===== config.mk =====
export PLATFORM = sky130hd
export DESIGN_NAME = xpc_controller
export DESIGN_NICKNAME = d
export VERILOG_FILES = /design/src/logic/xpc_controller.v
export VERILOG_INCLUDE_DIRS = /design/src /design/src/logic
export SDC_FILE = /design/constraint.sdc
export NUM_CORES = 1
export LEC_CHECK = 0
export BUFFER_PORTS_ARGS = -buffer_cell sky130_fd_sc_hd__buf_2
export CORE_MARGIN = 5
export CORE_UTILIZATION = 46
export DETAILED_ROUTE_END_ITERATION = 8
export PLACE_DENSITY_LB_ADDON = 0.3
export RECOVER_POWER = 100
export SYNTH_ARGS = -nofsm -noshare
export SYNTH_HDL_FRONTEND = slang
export SYNTH_SLANG_ARGS = --single-unit
export TNS_END_PERCENT = 20

===== constraint.sdc =====
create_clock -name clk -period 2.95 [get_ports clk]
set_input_delay 0.59 -clock clk [delete_from_list [all_inputs] [get_ports clk]]
set_output_delay 0.59 -clock clk [all_outputs]
set_load 0.01 [all_outputs]

===== src/logic/xpc_defines.vh =====
// Timing counts, field layout and reset values shared by the crosspoint controller.
`ifndef XPC_DEFINES_VH
`define XPC_DEFINES_VH
`define XPC_ADDR_W      6
`define XPC_ROW_LSB     3
`define XPC_COL_LSB     0
`define XPC_SETUP_NS    100
`define XPC_STROBE_NS   200
`define XPC_HOLD_NS     100
`define XPC_CLK_NS      100
`define XPC_SETUP_CYC   ((`XPC_SETUP_NS + `XPC_CLK_NS - 1) / `XPC_CLK_NS)
`define XPC_STROBE_CYC  ((`XPC_STROBE_NS + `XPC_CLK_NS - 1) / `XPC_CLK_NS)
`define XPC_HOLD_CYC    ((`XPC_HOLD_NS + `XPC_CLK_NS - 1) / `XPC_CLK_NS)
`define XPC_CNT_W       4
`define XPC_RST_CNT     {`XPC_CNT_W{1'h0}}
`define XPC_RST_ADDR    {`XPC_ADDR_W{1'h0}}
`define XPC_RST_DATA    1'h0
`define XPC_RST_STROBE  1'h0
`define XPC_RST_MRESET  1'h0
`define XPC_RST_DONE    1'h0
`endif


===== src/logic/xpc_controller.v =====
// Controller that drives the address, data, strobe and reset pins of the crosspoint latches.
// How it works
// (RULE1) The far device holds 64 write-only switch cells, so this side keeps no readback.
// (RULE2) Three row bits and three column bits on the pins select one of 64 cells.
// (RULE3) The far device enables a latch from its address match ANDed with the strobe.
// (RULE4) While strobe is high the addressed far cell follows the data pin.
// (RULE5) The far cell captures data on the strobe's falling edge and holds it.
// (RULE6) A stored 1 turns a switch on and a stored 0 turns it off.
// (RULE7) A write alters only the addressed cell.
// (RULE8) Any combination of cells may be on together.
// (RULE9) One data line feeds all 64 latches and only the enabled one takes it.
// (RULE10) A high master reset clears every far cell to 0 asynchronously.
// (RULE11) This controller holds master reset low while it sets up address and data.
// (RULE12) A write drives strobe high and then low after address and data are set up.
// (RULE13) Address is stable before strobe rises and steady while it is high.
// (RULE14) Data stays stable across the strobe's falling edge.
// (RULE15) With reset and strobe high together the clear wins in the far device.
// (RULE16) The far device shows its 64 cells as a switch-enable vector by row and column.
`timescale 1ns/1ps
`default_nettype none
`include "xpc_defines.vh"
module xpc_controller #(
	parameter SETUP_CYC  = `XPC_SETUP_CYC,
	parameter STROBE_CYC = `XPC_STROBE_CYC,
	parameter HOLD_CYC   = `XPC_HOLD_CYC
) (
	input  wire       clk,
	input  wire       rstn,
	input  wire       wr_valid,
	input  wire [2:0] wr_row,
	input  wire [2:0] wr_col,
	input  wire       wr_data,
	input  wire       clr_valid,
	output wire       req_ready,
	output wire       done,
	output wire [2:0] row_select_bits,
	output wire [2:0] column_select_bits,
	output wire       data_out,
	output wire       strobe_out,
	output wire       master_reset
);
	// Sequencer states: a write walks setup, strobe and hold, a clear is one reset pulse.
	localparam [2:0] ST_IDLE   = 3'h0;
	localparam [2:0] ST_SETUP  = 3'h1;
	localparam [2:0] ST_STROBE = 3'h2;
	localparam [2:0] ST_HOLD   = 3'h3;
	localparam [2:0] ST_CLEAR  = 3'h4;

	// A count outside 1 to CNT_MAX would wrap the phase counter, so it is pulled into range.
	localparam CNT_MAX    = (1 << `XPC_CNT_W) - 1;
	localparam SETUP_EFF  = (SETUP_CYC < 1) ? 1 :
		((SETUP_CYC > CNT_MAX) ? CNT_MAX : SETUP_CYC);
	localparam STROBE_EFF = (STROBE_CYC < 1) ? 1 :
		((STROBE_CYC > CNT_MAX) ? CNT_MAX : STROBE_CYC);
	localparam HOLD_EFF   = (HOLD_CYC < 1) ? 1 :
		((HOLD_CYC > CNT_MAX) ? CNT_MAX : HOLD_CYC);

	reg  [2:0]             state_ff;
	reg  [2:0]             nxt_state;
	reg  [`XPC_CNT_W-1:0]  cnt_ff;
	reg  [`XPC_CNT_W-1:0]  nxt_cnt;
	reg  [`XPC_ADDR_W-1:0] addr_ff;
	reg  [`XPC_ADDR_W-1:0] nxt_addr;
	reg                    data_ff;
	reg                    nxt_data;
	reg                    strobe_ff;
	reg                    nxt_strobe;
	reg                    reset_ff;
	reg                    nxt_reset;
	reg                    done_ff;
	reg                    nxt_done;
	wire                   cnt_zero;
	wire                   take_clr;
	wire                   take_wr;
	wire [`XPC_CNT_W-1:0]  cnt_one;
	wire [`XPC_CNT_W-1:0]  setup_load;
	wire [`XPC_CNT_W-1:0]  strobe_load;
	wire [`XPC_CNT_W-1:0]  hold_load;

	assign cnt_zero           = (cnt_ff == {`XPC_CNT_W{1'h0}});
	assign cnt_one            = {{(`XPC_CNT_W-1){1'h0}}, 1'h1};
	assign setup_load         = SETUP_EFF[`XPC_CNT_W-1:0] - cnt_one;
	assign strobe_load        = STROBE_EFF[`XPC_CNT_W-1:0] - cnt_one;
	assign hold_load          = HOLD_EFF[`XPC_CNT_W-1:0] - cnt_one;

	// A clear outranks a write presented in the same cycle.
	assign take_clr           = req_ready && clr_valid;
	assign take_wr            = req_ready && wr_valid && !clr_valid;
	assign req_ready          = (state_ff == ST_IDLE);
	assign done               = done_ff;
	assign row_select_bits    = addr_ff[`XPC_ROW_LSB +: 3]; // [RULE2]
	assign column_select_bits = addr_ff[`XPC_COL_LSB +: 3]; // [RULE2]
	assign data_out           = data_ff;
	assign strobe_out         = strobe_ff;
	assign master_reset       = reset_ff;

	always @* begin
		nxt_state = state_ff;
		nxt_cnt   = cnt_ff;
		case (state_ff)
		ST_IDLE: begin
			if (take_clr) begin
				nxt_state = ST_CLEAR;
				nxt_cnt   = strobe_load;
			end else if (take_wr) begin
				nxt_state = ST_SETUP;
				nxt_cnt   = setup_load;
			end
		end
		ST_SETUP: begin
			if (cnt_zero) begin
				nxt_state = ST_STROBE;
				nxt_cnt   = strobe_load;
			end else begin
				nxt_cnt = cnt_ff - cnt_one;
			end
		end
		ST_STROBE: begin
			if (cnt_zero) begin
				nxt_state = ST_HOLD;
				nxt_cnt   = hold_load;
			end else begin
				nxt_cnt = cnt_ff - cnt_one;
			end
		end
		ST_HOLD: begin
			if (cnt_zero) begin
				nxt_state = ST_IDLE;
			end else begin
				nxt_cnt = cnt_ff - cnt_one;
			end
		end
		ST_CLEAR: begin
			if (cnt_zero) begin
				nxt_state = ST_IDLE;
			end else begin
				nxt_cnt = cnt_ff - cnt_one;
			end
		end
		default: begin
			nxt_state = ST_IDLE;
			nxt_cnt   = `XPC_RST_CNT;
		end
		endcase
	end

	// Every flop resets to a quiet bus: strobe low, master reset low, nothing done.
	always @(posedge clk or negedge rstn) begin
		if (!rstn) begin
			state_ff <= ST_IDLE;
		end else begin
			state_ff <= nxt_state;
		end
	end

	always @(posedge clk or negedge rstn) begin
		if (!rstn) begin
			cnt_ff <= `XPC_RST_CNT;
		end else begin
			cnt_ff <= nxt_cnt;
		end
	end

	// Address and data latch at request time and stay put to the end of the hold phase.
	always @* begin
		nxt_addr = addr_ff;
		nxt_data = data_ff;
		if (take_wr) begin
			nxt_addr = {wr_row, wr_col}; // [RULE13]
			nxt_data = wr_data; // [RULE14]
		end
	end

	always @(posedge clk or negedge rstn) begin
		if (!rstn) begin
			addr_ff <= `XPC_RST_ADDR;
		end else begin
			addr_ff <= nxt_addr;
		end
	end

	always @(posedge clk or negedge rstn) begin
		if (!rstn) begin
			data_ff <= `XPC_RST_DATA;
		end else begin
			data_ff <= nxt_data;
		end
	end

	always @* begin
		// Strobe rises only after setup and falls before hold, so address never moves under it.
		nxt_strobe = (nxt_state == ST_STROBE); // [RULE12] [RULE13]
		// Reset is kept low through every write phase so the far latches are never fighting it.
		nxt_reset  = (nxt_state == ST_CLEAR); // [RULE11] [RULE10]
		// Done marks the first idle cycle after a sequence, never a cycle spent waiting.
		nxt_done   = (nxt_state == ST_IDLE) && !req_ready;
	end

	always @(posedge clk or negedge rstn) begin
		if (!rstn) begin
			strobe_ff <= `XPC_RST_STROBE;
		end else begin
			strobe_ff <= nxt_strobe;
		end
	end

	always @(posedge clk or negedge rstn) begin
		if (!rstn) begin
			reset_ff <= `XPC_RST_MRESET;
		end else begin
			reset_ff <= nxt_reset;
		end
	end

	always @(posedge clk or negedge rstn) begin
		if (!rstn) begin
			done_ff <= `XPC_RST_DONE;
		end else begin
			done_ff <= nxt_done;
		end
	end
endmodule
`default_nettype wire


# Word-level counts from Yosys, hierarchy flattened
# Cells that the tools add are included.
[classes] add_sub_neg=1 n_mul=0 div=0 magnitude_cmp=0 eq_ne=8 shift=0 n_mux=12 bitwise=0 reduce_logical=11
[ops] op="2-to-1 mux 4 bit" n=5
[ops] op="case mux 4 bit (4 select lines)" n=1
[ops] op="2-to-1 mux 3 bit" n=5
[ops] op="case mux 3 bit (4 select lines)" n=1
[ops] op="equality test 3 x 2 -> 1 bit, second input constant" n=3
[ops] op="equality test 3 bit, second input constant" n=2
[ops] op="zero test 3 bit" n=2
[ops] op="logical AND 1 bit" n=4
[ops] op="zero test 4 bit" n=1
[ops] op="subtractor 4 x 1 -> 4 bit, second input constant" n=1
[ops] op="equality test 3 x 1 -> 1 bit, second input constant" n=1
[ops] op="inequality test 3 x 1 -> 1 bit, second input constant" n=1
[ops] op="zero test 1 bit" n=2
[ops] op="inequality test 2 bit, second input constant" n=1
[ops] op="AND reduction 2 bit" n=1
[ops] op="OR reduction 2 bit" n=1
[word_totals] ff_bits=17 latchBits=0 ramBits=0 rom_bits=0 elab_cells=39 memories=0

# Longest topological paths before layout
[logic_depth] depth_word=8 depth_mapped=7

# Worst setup path before layout
# Ideal clock, no wire load.
[synth_path] path_kind="reg2reg" start="reg cnt_ff[0]" end="reg cnt_ff[3]" setup_time_ps=142 t_arrival_ps=1700 path_slack_ps=1109 stages_incl_launch_ff=8 path_buffers=0 period_less_slack_ps=1841 path_cell_list="dfrtp_1 > inv_1 > ha_1 > or3b_4 > maj3_2 > o21a_1 > o311ai_0 > o211ai_1"
[synth_between] elab_chain_len=3 word_cells_on_any_way=8 cone_classes="1 x add/sub; 1 x eq/ne; 4 x mux; 2 x reduce/logical"
[synth_rtl] item="start: declaration" line="xpc_controller.v:60" text="reg [`XPC_CNT_W-1:0] cnt_ff;"
[synth_rtl] item="start signal: assignment" line="xpc_controller.v:158" text="cnt_ff <= `XPC_RST_CNT;"
[synth_rtl] item="start signal: assignment" line="xpc_controller.v:160" text="cnt_ff <= nxt_cnt;"
[synth_rtl] item="subtractor 4 x 1 -> 4 bit or zero test 4 bit (tied branches)"
[synth_rtl] item="2-to-1 mux 4 bit, or another cell as far along" line="xpc_controller.v:127, xpc_controller.v:134"
[synth_rtl] item="case mux 4 bit (4 select lines) or AND reduction 2 bit (tied branches)"
# Several ways; a longest one is shown, not always the timed one. The select of a mux whose other input is x is not followed.
# A chain may end at the register's enable or synchronous reset.

# Worst setup path after layout
# Same ends and word-level chain as after synthesis.

==> flow_summary.ini <==
[sta]
fin_skew_ns = 0.00688
worst_slew_pin_slew_ns = 0.905
finalHoldViolations = 0
min_period_over_period_pct = 71.5
fin_tns_setup_ns = 0
max_freq_ghz = 0.474
relSlewSlack_pct = 39.6
setup_viol = 0
rsz0062_at_grt = no
fin_crit_ns = 2.11
slew_viol_final = 0

[clock_network]
cts_buffer_depth = 2
cts_resized = 0
clk_latency_ns = 0.28
post_cts_buffers = 0
numCtsBuffers = 3
clk_pin_slew_ns = 0.10
cts_max_level = 1
root_buffer = clkbuf_4
hold_buffers = 0
cts_tree = built
cts.sinks = 17

[final_layout]
syn_to_final_growth_pct = 15.4
final_cell_mix = dfrtp_1 (17), clkbuf_1 (13), buf_2 (9)
final_cells = 126
final_common_cell = dfrtp_1
drive_above_1_share_pct = 21.8
fin_nets = 115
insertedDiodeCount = 0

[die]
dieWidth_um = 52.6
coreArea_um2 = 1730
io_pins = 22
die_h_um = 52.6
die_area_um2 = 2770
initial_core_util_pct = 48.4
num_rows = 15

[pwr]
p_seq_share_pct = 42.4
p_leak_nw = 0.419
peakVddDrop_v = 0.000472
pwr-share-comb_pct = 46.0
clockPowerShare_pct = 11.7
power.internal_mw = 0.607
p_sw_share_pct = 41.6
power_density_nw_per_um2 = 1080
switching_power_mw = 0.431

[routing]
wl_um = 1760
vias = 682
drt-initial-drc-count = 16
vias_per_cell = 5.41
wl_per_cell_um = 13.9
antenna_left = 0
dr.pass1.iters = 4
route.detailed.drc = 0

[place]
portBuffers = 21
place_hpwl_um = 1340
routabilityCongestion = 0.827
placed_cells = 122

[synthesis]
synth_nets = 92
synthFlopType = dfrtp_1
synthCells = 79
synth_warnings = 0
ys_seq_area_share_pct = 50.9
synth_top_area_cell = dfrtp_1
avgSynthCellArea_um2 = 10.6
synth-edff-count = 0
async_reset_ff_share_pct = 100
syn-cell-area_um2 = 836
synth_cell_types = 31
ys_seq_elements = 17
ys_top_cells_by_area = dfrtp_1 (51%), mux2_2 (9.4%), nand2_1 (3.6%), ha_1 (3.0%), a21oi_1 (2.4%)
synth_top_area_share_pct = 50.9

[run_status]
status = complete, no violations

[critical_path]
crit_path_max_incr_delay_ns = 0.61
path_buf_inv = 1
worst_path_max_delay_cell = nor3b_1
worstPathCellList = inv_1, ha_1, nor3b_1, nand4b_1, nand3_1, nand2b_1, o211ai_1
endpoint_kind = flip-flop
cp.required_ns = 3.10
crit_arrival_ns = 2.27
cp_max_fo = 6
crit_path_start_kind = flip-flop
worstSetupPathType = reg2reg
crit_family = simple AND/OR/NAND/NOR gates

[grt]
grt_pass1_wl_um = 2920
grt_max_degree = 18
grt_use_met1_pct = 19.3
met2_usage_pct = 23.1
grt_util_met3_pct = 2.56
grt_pass1_vias = 650
globalRouteTotalUtil_pct = 14.1
grt.overflow.total = 0
grt_busiest_layer = met2
antenna_found_initial = 0

[min_path]
hold_class = in2async

[run]
maxCapViolations = 0
## flip-flops by register name, summed over array words and instances (netlist names)
signal	cells
addr_ff	6
cnt_ff	4
data_out	1
done	1
master_reset	1
state_ff	3
strobe_out	1
## final timing paths
check	from	endpoint	slack, ns	cells past startpoint
max	cnt_ff[0]$_DFFE_PN0P_	cnt_ff[3]$_DFFE_PN0P_	0.84	7
min	rstn	cnt_ff[1]$_DFFE_PN0P_	0.40	1
max reg2reg	cnt_ff[0]$_DFFE_PN0P_	cnt_ff[3]$_DFFE_PN0P_	0.84	7
min reg2reg	addr_ff[2]$_DFFE_PN0P_	addr_ff[2]$_DFFE_PN0P_	0.52	1
max in group asynchronous	rstn	addr_ff[0]$_DFFE_PN0P_	1.99	1
min in group clk	addr_ff[2]$_DFFE_PN0P_	addr_ff[2]$_DFFE_PN0P_	0.52	1
## per-layer routing
metal,wire length [um],vias to the layer above
met4,0,0
met5,0,-
met1,733,324
met2,911,29
li1,-,329
met3,110,0
## cell type report
| type | instances | area, um^2 |
|---|---|---|
| Tap cell | 25 | 31.3 |
| Timing Repair Buffer | 21 | 90.1 |
| Multi-Input combinational cell | 54 | 373 |
| Fill cell | 181 | 762 |
| Sequential cell | 17 | 425 |
| Clock buffer | 4 | 26.3 |
| Inverter | 5 | 18.8 |
## power by group through the flow
stage / clock network [mW] / registers, mW / logic, mW
floorplan: 0 / 0.431 / 0.360
global placement: 0 / 0.436 / 0.493
detailed placement: 0 / 0.445 / 0.517
CTS: 0.125 / 0.440 / 0.517
global route: 0.137 / 0.459 / 0.534
finish: 0.121 / 0.440 / 0.477
## cells in the mapped netlist, types with 2 or more instances
cell type,count
inv_1,5
ha_1,2
o21ai_1,2
dfrtp_1,17
nand2_1,8
mux2_2,7
o21ai_0,2
a21oi_1,4
nand3_1,4
nor3_1,3
clkbuf_1,3
nor2_1,3
## per-stage QoR
stage	total power [mW]	hold slack, ns	utilization, %	worst slack (ns)	area (um^2)
4_1_cts	1.08	0.219	57.2	0.957	987
5_1_grt	1.13	0.465	55.9	0.606	965
2_1_floorplan	0.791	0.294	-	1.11	836
3_5_place_dp	0.962	0.496	55.7	0.960	961
6_report	1.04	0.400	55.9	0.840	965
3_3_place_gp	0.929	0.481	55.7	1.05	961
## logic make-up (layout without fill, tap and decap cells)
group           after synthesis  in the layout  share of synthesized area (%)
simple gates                 28             28                           18.9
buf+inv                       8             30                           3.59
compound gates               15             15                           11.7
flops                        17             17                           50.9
fa+ha+maj                     3              3                           4.34
mux                           8              8                           10.6
(Power assumes the default switching activity.)
